==> config.mk <==
export PLATFORM = sky130hd
export DESIGN_NAME = rwi_reg_bank
export DESIGN_NICKNAME = d
export VERILOG_FILES = /design/src/rwi_pkg.sv /design/src/rwi_reg_bank.sv
export SDC_FILE = /design/constraint.sdc
export NUM_CORES = 1
export LEC_CHECK = 0
export BUFFER_PORTS_ARGS = -buffer_cell sky130_fd_sc_hd__buf_2
export CORE_MARGIN = 2
export CORE_UTILIZATION = 52
export CTS_CLUSTER_SIZE = 40
export DETAILED_ROUTE_END_ITERATION = 12
export GPL_ROUTABILITY_DRIVEN = 0
export PLACE_DENSITY_LB_ADDON = 0.2
export SLEW_MARGIN = 30
export SYNTH_ARGS = -nofsm -noshare
export SYNTH_HDL_FRONTEND = slang
export SYNTH_SLANG_ARGS = --single-unit
export TNS_END_PERCENT = 10
==> constraint.sdc <==
create_clock -name mclk -period 2.3 [get_ports mclk]
set_input_delay 0.345 -clock mclk [delete_from_list [all_inputs] [get_ports mclk]]
set_output_delay 0.345 -clock mclk [all_outputs]
set_load 0.05 [all_outputs]
==> src/rwi_pkg.sv <==
// constants, types and functions for the reset and wake-up register bank
// Functional notes
// - non power-on resets set every implemented interrupt priority bit to one
// - wake-up from sleep sets the flag bits that record its cause
// - interrupt wake-up with a global enable loads the matching vector
// - that wake-up copies the program counter into top of stack
// - that wake-up advances the return stack pointer by one
// - port A bits 6 and 7 exist only when the oscillator frees them
// - analog config field resets to 000 if default bit set, else 111
// - program and data memory have separate buses usable in one cycle
// - every reset clears the return stack pointer to zero
package rwi_pkg;

  // =====================================================================
  // widths
  localparam int PC_W  = 21;
  localparam int SP_W  = 5;

  // =====================================================================
  // data bus register indexes
  localparam logic [3:0] ADDR_IRQ_PRIORITY_REGS    = 4'h0;
  localparam logic [3:0] ADDR_IPR2    = 4'h1;
  localparam logic [3:0] ADDR_PIR1    = 4'h2;
  localparam logic [3:0] ADDR_PIR2    = 4'h3;
  localparam logic [3:0] ADDR_PIE1    = 4'h4;
  localparam logic [3:0] ADDR_PIE2    = 4'h5;
  localparam logic [3:0] ADDR_OSCTUNE = 4'h6;
  localparam logic [3:0] ADDR_PORT_A_DIRECTION   = 4'h7;
  localparam logic [3:0] ADDR_PORT_A_LATCH    = 4'h8;
  localparam logic [3:0] ADDR_PORT_A_PINS   = 4'h9;
  localparam logic [3:0] ADDR_INTCON  = 4'hA;
  localparam logic [3:0] ADDR_ANCFG   = 4'hB;
  localparam logic [3:0] ADDR_RETURN_STACK_POINTER  = 4'hC;

  // =====================================================================
  // implemented bit masks and reset values
  localparam logic [7:0] IRQ_PRIORITY_REGS_MASK    = 8'hFF;
  localparam logic [7:0] IPR2_MASK    = 8'hDF;
  localparam logic [7:0] OSCTUNE_MASK = 8'hDF;
  localparam logic [7:0] PORT_A_PINS_HI     = 8'hC0;
  localparam logic [7:0] ZERO8        = 8'h00;
  localparam logic [7:0] TRIS_RST     = 8'hFF;
  localparam logic [2:0] ANCFG_ANALOG = 3'h0;
  localparam logic [2:0] ANCFG_DIGITAL = 3'h7;
  localparam int         HIGH_GLOBAL_IRQ_ENABLE_BIT     = 7;
  localparam int         LOW_GLOBAL_IRQ_ENABLE_BIT     = 6;

  // =====================================================================
  // vectors and stack
  localparam logic [PC_W-1:0] PC_RESET   = 21'h000000;
  localparam logic [PC_W-1:0] VEC_HIGH   = 21'h000008;
  localparam logic [PC_W-1:0] VEC_LOW    = 21'h000018;
  localparam logic [SP_W-1:0] SP_RESET   = 5'h00;
  localparam logic [SP_W-1:0] SP_ONE     = 5'h01;
  localparam logic [PC_W-1:0] PC_STEP    = 21'h000002;

  // =====================================================================
  // carriers
  typedef struct packed {
    logic por;
    logic bor;
    logic wdt;
    logic instr;
    logic stack;
  } rwi_reset_evt_t;

  typedef struct packed {
    logic       valid;
    logic       is_irq;
    logic       high_prio;
    logic [7:0] intcon_set;
    logic [7:0] pir1_set;
    logic [7:0] pir2_set;
  } rwi_wake_t;

  function automatic logic [7:0] rwi_pa_mask(input logic freed);
    rwi_pa_mask = freed ? 8'hFF : ~PORT_A_PINS_HI;
  endfunction

endpackage

==> src/rwi_reg_bank.sv <==
// reset and wake-up initialisation of interrupt, oscillator and port A registers
`timescale 1ns/1ps
module rwi_reg_bank
  import rwi_pkg::*;
(
  // clock and power-on reset
  input  wire logic           mclk,
  input  wire logic           reset,
  // reset and wake events
  input  wire logic           external_reset_pin_n,
  input  wire rwi_reset_evt_t rst_evt,
  input  wire rwi_wake_t      wake,
  input  wire logic           analog_default_cfg_bit,
  input  wire logic           osc_frees_ra67,
  // port A pins
  input  wire logic [7:0]     port_a_pins_in,
  // data memory bus
  input  wire logic           data_wr,
  input  wire logic [3:0]     data_addr,
  input  wire logic [7:0]     data_wdata,
  output logic      [7:0]     data_rdata,
  // program memory bus, port A drive and stack outputs
  output logic [PC_W-1:0]     prog_addr,
  output logic [7:0]          port_a_latch_out,
  output logic [7:0]          port_a_direction_out,
  output logic [PC_W-1:0]     top_of_stack,
  output logic [SP_W-1:0]     return_stack_pointer
);

  // =====================================================================
  // synchronisers for pins
  logic       external_reset_pin_s1_reg, external_reset_pin_s2_reg;
  logic [7:0] pa_s1_reg, pa_s2_reg;

  always_ff @(posedge mclk) begin
    external_reset_pin_s1_reg <= ~external_reset_pin_n;
    external_reset_pin_s2_reg <= external_reset_pin_s1_reg;
    pa_s1_reg   <= port_a_pins_in;
    pa_s2_reg   <= pa_s1_reg;
  end

  // =====================================================================
  // reset classes
  logic por_cls;
  logic warm_cls;
  logic wake_vec;
  logic [7:0] pa_mask;

  assign por_cls  = reset | rst_evt.por | rst_evt.bor;
  assign warm_cls = external_reset_pin_s2_reg | rst_evt.wdt | rst_evt.instr | rst_evt.stack;
  assign pa_mask  = rwi_pa_mask(osc_frees_ra67);

  // =====================================================================
  // register state
  logic [7:0]      irq_priority_regs_reg, ipr2_reg, pir1_reg, pir2_reg, pie1_reg, pie2_reg;
  logic [7:0]      osctune_reg, port_a_direction_reg, port_a_latch_reg, intcon_reg;
  logic [2:0]      ancfg_reg;
  logic [PC_W-1:0] pc_reg, tos_reg;
  logic [SP_W-1:0] sp_reg;
  logic [7:0]      rdata_reg;

  logic [7:0]      irq_priority_regs_next, ipr2_next, pir1_next, pir2_next, pie1_next, pie2_next;
  logic [7:0]      osctune_next, port_a_direction_next, port_a_latch_next, intcon_next;
  logic [2:0]      ancfg_next;
  logic [PC_W-1:0] pc_next, tos_next;
  logic [SP_W-1:0] sp_next;
  logic [7:0]      rdata_next;

  assign wake_vec = wake.valid & wake.is_irq &
                    (intcon_reg[HIGH_GLOBAL_IRQ_ENABLE_BIT] | intcon_reg[LOW_GLOBAL_IRQ_ENABLE_BIT]);

  always_comb begin
    irq_priority_regs_next    = irq_priority_regs_reg;
    ipr2_next    = ipr2_reg;
    pir1_next    = pir1_reg;
    pir2_next    = pir2_reg;
    pie1_next    = pie1_reg;
    pie2_next    = pie2_reg;
    osctune_next = osctune_reg;
    port_a_direction_next   = port_a_direction_reg;
    port_a_latch_next    = port_a_latch_reg;
    intcon_next  = intcon_reg;
    ancfg_next   = ancfg_reg;
    pc_next      = pc_reg + PC_STEP;
    tos_next     = tos_reg;
    sp_next      = sp_reg;
    // software writes first, so a wake flag in the same cycle still lands
    if (data_wr) begin
      if (data_addr == ADDR_IRQ_PRIORITY_REGS) begin
        irq_priority_regs_next = data_wdata & IRQ_PRIORITY_REGS_MASK;
      end else if (data_addr == ADDR_IPR2) begin
        ipr2_next = data_wdata & IPR2_MASK;
      end else if (data_addr == ADDR_PIR1) begin
        pir1_next = data_wdata;
      end else if (data_addr == ADDR_PIR2) begin
        pir2_next = data_wdata & IPR2_MASK;
      end else if (data_addr == ADDR_PIE1) begin
        pie1_next = data_wdata;
      end else if (data_addr == ADDR_PIE2) begin
        pie2_next = data_wdata & IPR2_MASK;
      end else if (data_addr == ADDR_OSCTUNE) begin
        osctune_next = data_wdata & OSCTUNE_MASK;
      end else if (data_addr == ADDR_PORT_A_DIRECTION) begin
        port_a_direction_next = data_wdata;
      end else if (data_addr == ADDR_PORT_A_LATCH) begin
        port_a_latch_next = data_wdata;
      end else if (data_addr == ADDR_INTCON) begin
        intcon_next = data_wdata;
      end else if (data_addr == ADDR_ANCFG) begin
        ancfg_next = data_wdata[2:0];
      end else if (data_addr == ADDR_RETURN_STACK_POINTER) begin
        sp_next = data_wdata[SP_W-1:0];
      end
    end
    // wake keeps every register but intcon, pir1 and pir2, which take its flags, and pc, top of stack and stack pointer, which an interrupt wake loads
    if (wake.valid) begin
      intcon_next = intcon_next | wake.intcon_set;
      pir1_next   = pir1_next | wake.pir1_set;
      pir2_next   = pir2_next | (wake.pir2_set & IPR2_MASK);
    end
    if (wake_vec) begin
      pc_next  = wake.high_prio ? VEC_HIGH : VEC_LOW;
      tos_next = pc_reg;
      sp_next  = sp_reg + SP_ONE;
    end
    if (por_cls | warm_cls) begin
      irq_priority_regs_next    = IRQ_PRIORITY_REGS_MASK;
      ipr2_next    = IPR2_MASK;
      pir1_next    = ZERO8;
      pir2_next    = ZERO8;
      pie1_next    = ZERO8;
      pie2_next    = ZERO8;
      osctune_next = ZERO8;
      port_a_direction_next   = TRIS_RST;
      intcon_next  = ZERO8;
      ancfg_next   = analog_default_cfg_bit ? ANCFG_ANALOG : ANCFG_DIGITAL;
      pc_next      = PC_RESET;
      sp_next      = SP_RESET;
    end
    // latch is unknown after power-on; cleared here, kept by warm resets
    if (por_cls) begin
      port_a_latch_next = ZERO8;
      tos_next  = PC_RESET;
    end
  end

  // =====================================================================
  // data read path, independent of the program fetch address
  always_comb begin
    rdata_next = ZERO8;
    if (data_addr == ADDR_IRQ_PRIORITY_REGS) begin
      rdata_next = irq_priority_regs_reg;
    end else if (data_addr == ADDR_IPR2) begin
      rdata_next = ipr2_reg;
    end else if (data_addr == ADDR_PIR1) begin
      rdata_next = pir1_reg;
    end else if (data_addr == ADDR_PIR2) begin
      rdata_next = pir2_reg;
    end else if (data_addr == ADDR_PIE1) begin
      rdata_next = pie1_reg;
    end else if (data_addr == ADDR_PIE2) begin
      rdata_next = pie2_reg;
    end else if (data_addr == ADDR_OSCTUNE) begin
      rdata_next = osctune_reg;
    end else if (data_addr == ADDR_PORT_A_DIRECTION) begin
      rdata_next = port_a_direction_reg & pa_mask;
    end else if (data_addr == ADDR_PORT_A_LATCH) begin
      rdata_next = port_a_latch_reg & pa_mask;
    end else if (data_addr == ADDR_PORT_A_PINS) begin
      rdata_next = pa_s2_reg & pa_mask;
    end else if (data_addr == ADDR_INTCON) begin
      rdata_next = intcon_reg;
    end else if (data_addr == ADDR_ANCFG) begin
      rdata_next = {5'h00, ancfg_reg};
    end else if (data_addr == ADDR_RETURN_STACK_POINTER) begin
      rdata_next = {3'h0, sp_reg};
    end
  end

  always_ff @(posedge mclk) begin
    irq_priority_regs_reg    <= irq_priority_regs_next;
    ipr2_reg    <= ipr2_next;
    pir1_reg    <= pir1_next;
    pir2_reg    <= pir2_next;
    pie1_reg    <= pie1_next;
    pie2_reg    <= pie2_next;
    osctune_reg <= osctune_next;
    port_a_direction_reg   <= port_a_direction_next;
    port_a_latch_reg    <= port_a_latch_next;
    intcon_reg  <= intcon_next;
    ancfg_reg   <= ancfg_next;
    pc_reg      <= pc_next;
    tos_reg     <= tos_next;
    sp_reg      <= sp_next;
    rdata_reg   <= reset ? ZERO8 : rdata_next;
  end

  // =====================================================================
  // outputs
  assign data_rdata           = rdata_reg;
  assign prog_addr            = pc_reg;
  assign port_a_latch_out     = port_a_latch_reg & pa_mask;
  assign port_a_direction_out = port_a_direction_reg & pa_mask;
  assign top_of_stack         = tos_reg;
  assign return_stack_pointer = sp_reg;
endmodule

==> run summary <==
The run finished with clean final reports. Once the clock tree was built, the setup fixing pass inserted 0 buffers. The worst register-to-register path has a setup slack of 0.51 ns.

The number of max-slew violations in the final report is 0, and the total power after layout is 5.91 mW. The worst endpoint data arrival time is 2.10 ns, and the maximum clock path buffer count is 2. For the pin with the worst max-slew slack, the measured transition is 0.684 ns.

The post-synthesis adder-cell area fraction came out at 0.00388. Data on the critical path is required at its endpoint by 2.61 ns. The worst setup path is of the reg -> reg kind. The cell sitting at the root of the clock tree is a sky130_fd_sc_hd__clkbuf_16. The share of the synthesized area in compound gates (AO/OA/AOI/OAI) was 0.176; the number of cells in the finished layout apart from fillers was 1092. The starting utilization of the core area is 0.535, and the area share of xor/xnor cells in the synthesized design is 0.0244. Summing every instance area after synthesis gives 0.00646 sq mm.

In this run the power density over the cells is 759 mW/mm^2. The clock latency on the worst-skew pair is 0.43 ns. Kind of start point of the critical path: a flop. The tools report the critical register-to-register path endpoint as prog_addr[12]. The number of top-level pins came out at 129. Counting cells, the worst reg-to-reg path comes to 5.

Summed over all instances, the cell type with the most area after synthesis is sky130_fd_sc_hd__dfxtp_1. Grouping stages by cell kind, the critical path spends the most delay in simple AND/OR/NAND/NOR gates. The repair_antennas step left the layout with diodes totalling 0. The worst setup path is captured at a flop. Share of the cycle needed by the critical path after routing: 0.780. After legalization and detailed placement, the total HPWL measured 13900 um. The first detailed-routing pass took 6 iterations. The number of nets in the final layout was 971; the largest fanout on the critical path was 7.

The clock drives 150 sinks. The vias after detailed routing is 6400, and the placed cell count is 1059. Static timing analysis puts the maximum clock frequency at 557 MHz.

After synthesis, the netlist uses 57 different library cells. Traced cell by cell, the critical path runs through nand4_1 -> nor3_1 -> nand4_1 -> xor2_1 -> nor2_1. Cell count of the worst hold path: 1.

In this run the critical register-to-register path is launched from prog_addr[3]. The share of the yosys chip area belonging to registers came out at 0.470. The area fraction of the dominant cell type after synthesis was 0.456; the maximum number of pins on one net before global-route repair was 35. For the all-layer global routing usage, the log shows 0.304. Dividing the detail-routed wire length by the instance count gives 18.0 um. The hold path startpoint was port_a_pins_in[1]. The main combinational cell family by area after synthesis was simple AND/OR/NAND/NOR gates. The run gives 0 as the remaining antenna violation count after routing. The mean post-synth cell area works out to 8.01 sq um. Counting I/O delays and the setup requirement, the final critical path takes 1.79 ns. In this run the tool buffered the top-level ports with 125 buffer cells. The count of max-cap constraint violations was 0; the clock slew seen by the registers of the worst setup and hold paths was 0.06 ns. After global routing the overflow that remains totals 0.

The share of cells above drive strength 1 was 0.211. The area growth from synthesis to layout is 20.7%. The floorplan has 40 rows.

Synthesis produced 806 cells. For this block, the initial DRC count from the detailed router was 739. The area of the core is 0.0121 sq mm. Signal routing reaches up to met4. For the final routed database, the setup TNS stands at 0 ns.

The tools report the number of global-route vias before repair as 5932. The tools report the number of gates given a new drive strength after cts as 0. TritonCTS built the clock tree. The total met3 wirelength after detailed routing is 1820 um. The run gives 0.531 mV as the maximum vdd drop.

Together, buffers and inverters on the worst path number 0. The die is 115 um wide. Setup repair after global routing left no endpoint under its margin. Placed cell area: 0.00717 sq mm. The path class of the lowest-slack min-delay path was in -> reg. The beginning of the critical path is prog_addr[3]. The largest single stage delay on the critical path is 0.58 ns. The worst min-delay path endpoint was pa_s1_reg[1]. The H-tree was split into 4 levels.

The logs give 0.540 for the relative slew slack and 0.0133 sq mm for the floorplan die area. Most frequent cell on the critical path: sky130_fd_sc_hd__nand4_1. The share of synthesized cell area in and, or, nand and nor gates was 0.239; the final cell area excluding filler cells was 0.00779 sq mm. The mux contribution to synthesized area came out at 0.0285. Wire length on met2: 9260 um. The flop and latch count out of synthesis was 150. By area the synthesized netlist is led by sky130_fd_sc_hd__dfxtp_1 46%, sky130_fd_sc_hd__nand2_1 12%, sky130_fd_sc_hd__a21oi_1 4.7%.

After detailed routing, the number of remaining DRC violations is 0. Yosys mapped a number of flops with a built-in enable equal to 3. The per-cell via count in the routed design works out to 5.86. For the yosys synthesis warning count, the log shows 0. The primary flip-flop cell chosen by synthesis mapping was sky130_fd_sc_hd__dfxtp_1.

The leakage component of the power was 3.08 nW. For the number of antenna violations at the first check in global routing, the log shows 0. On the critical path, the stage with the largest delay is an instance of sky130_fd_sc_hd__nor3_1. The first global-routing pass estimated 31100 um of wire. The share of the core filled with cells in the final layout was 0.646.

The proportion of synthesized flip-flops having asynchronous set or reset was 0. After detailed routing, the total wire length is 19700 um. The run gives 0 as the final setup violation count. The tools report the met1 wire length as 7930 um. The vertical die dimension works out to 115 um. Clock tree synthesis inserted a total of 17 buffers. The worst setup skew after layout was 0.0117 ns. The tools report the number of hold violations in the final report as 0.
==> per-layer routing <==
layer | global-route usage | vias up
met2 | 0.478 | 346
li1 | - | 2976
met4 | 0.133 | 0
met3 | 0.0785 | 57
met5 | 0 | -
met1 | 0.396 | 3021
==> cells in the mapped netlist (10+ instances only) <==
library cell,instances
sky130_fd_sc_hd__a21oi_1,60
sky130_fd_sc_hd__a31oi_1,30
sky130_fd_sc_hd__buf_2,19
sky130_fd_sc_hd__buf_4,16
sky130_fd_sc_hd__clkbuf_1,30
sky130_fd_sc_hd__dfxtp_1,147
sky130_fd_sc_hd__inv_1,11
sky130_fd_sc_hd__mux2i_1,15
sky130_fd_sc_hd__nand2_1,200
sky130_fd_sc_hd__nand3_1,43
sky130_fd_sc_hd__nor2_1,53
sky130_fd_sc_hd__o21ai_0,37
sky130_fd_sc_hd__o22ai_1,10
sky130_fd_sc_hd__xor2_1,13
==> power by group <==
part / switching (mW) / internal, mW
registers: 0.0125 / 2.64
clock network: 1.13 / 1.73
logic: 0.279 / 0.126
total: 1.42 / 4.49
==> stage by stage <==
stage | hold WS, ns | setup WS, ns
global placement | 0.310 | 0.270
floorplan | 0.310 | 0.397
global route | 0.00755 | 0.330
finish | 0.0196 | 0.505
detailed placement | 0.313 | 0.248
CTS | 0.000687 | 0.507
==> how the worst max path moves through the flow <==
stage,slack [ns],cells past startpoint,end
after global routing,0.33,5,prog_addr[12]
after floorplan,0.40,6,prog_addr[11]
final,0.51,5,prog_addr[12]
after CTS,0.51,5,prog_addr[12]
after global placement,0.27,6,return_stack_pointer[0]
after detailed placement,0.25,6,return_stack_pointer[0]
==> logic make-up (layout without fill, tap and decap cells) <==
group	after synthesis	in the layout
AND/OR/NAND/NOR	355	355
buffers and inverters	78	195
flip-flops	150	150
adder cells (fa/ha/maj)	2	2
multiplexers	18	18
AO/OA/AOI/OAI	184	184
other	1	2
XOR/XNOR	18	18
==> repair_timing <==
action | in CTS | in global routing
hold buffers | 1 | 0
endpoints found under the hold margin | 1 | 0
endpoints found under the setup margin | 0 | 0
==> placed cells by master (no fill, tap or decap), types with 3 or more instances in the layout <==
master                         n
sky130_fd_sc_hd__nand4_1       4
sky130_fd_sc_hd__xnor2_1       5
sky130_fd_sc_hd__dfxtp_1     147
sky130_fd_sc_hd__a211oi_1      9
sky130_fd_sc_hd__or3_1         4
sky130_fd_sc_hd__and2_1        7
sky130_fd_sc_hd__o22ai_1      10
sky130_fd_sc_hd__nand2b_1      8
sky130_fd_sc_hd__mux2i_1      15
sky130_fd_sc_hd__o211ai_1      4
sky130_fd_sc_hd__nand2_1     200
sky130_fd_sc_hd__nor3_1        9
sky130_fd_sc_hd__a31oi_1      30
sky130_fd_sc_hd__edfxtp_1      3
sky130_fd_sc_hd__nor2b_1       9
sky130_fd_sc_hd__clkbuf_16    18
sky130_fd_sc_hd__buf_2       125
sky130_fd_sc_hd__nor2_2        3
sky130_fd_sc_hd__nor2_1       53
sky130_fd_sc_hd__nand3_1      43
sky130_fd_sc_hd__clkinvlp_4    3
sky130_fd_sc_hd__mux2_2        3
sky130_fd_sc_hd__inv_6         5
sky130_fd_sc_hd__xor2_1       13
sky130_fd_sc_hd__buf_4        25
sky130_fd_sc_hd__o21ai_0      37
sky130_fd_sc_hd__o21a_1        4
sky130_fd_sc_hd__and3_1        3
sky130_fd_sc_hd__a21oi_1      60
sky130_fd_sc_hd__inv_1        11
sky130_fd_sc_hd__a22oi_1       4
sky130_fd_sc_hd__a221oi_1      4
==> area by class of cell <==
type / instances / area, sq um
timing repair buffer: 152 / 843
tap: 168 / 210
fill: 1035 / 4270
clock inverter: 12 / 136
sequential: 150 / 3030
clock buffer: 20 / 478
inverter: 11 / 41.3
multi-input combinational: 579 / 3050
==> worst register-to-register path, cell delays in order, from the launching register on <==
cell and delay [ns]:
sky130_fd_sc_hd__dfxtp_1 0.47, sky130_fd_sc_hd__nand4_1 0.21, sky130_fd_sc_hd__nor3_1 0.58, sky130_fd_sc_hd__nand4_1 0.19
sky130_fd_sc_hd__xor2_1 0.18, sky130_fd_sc_hd__nor2_1 0.06
Power figures use the tool's default switching activity.
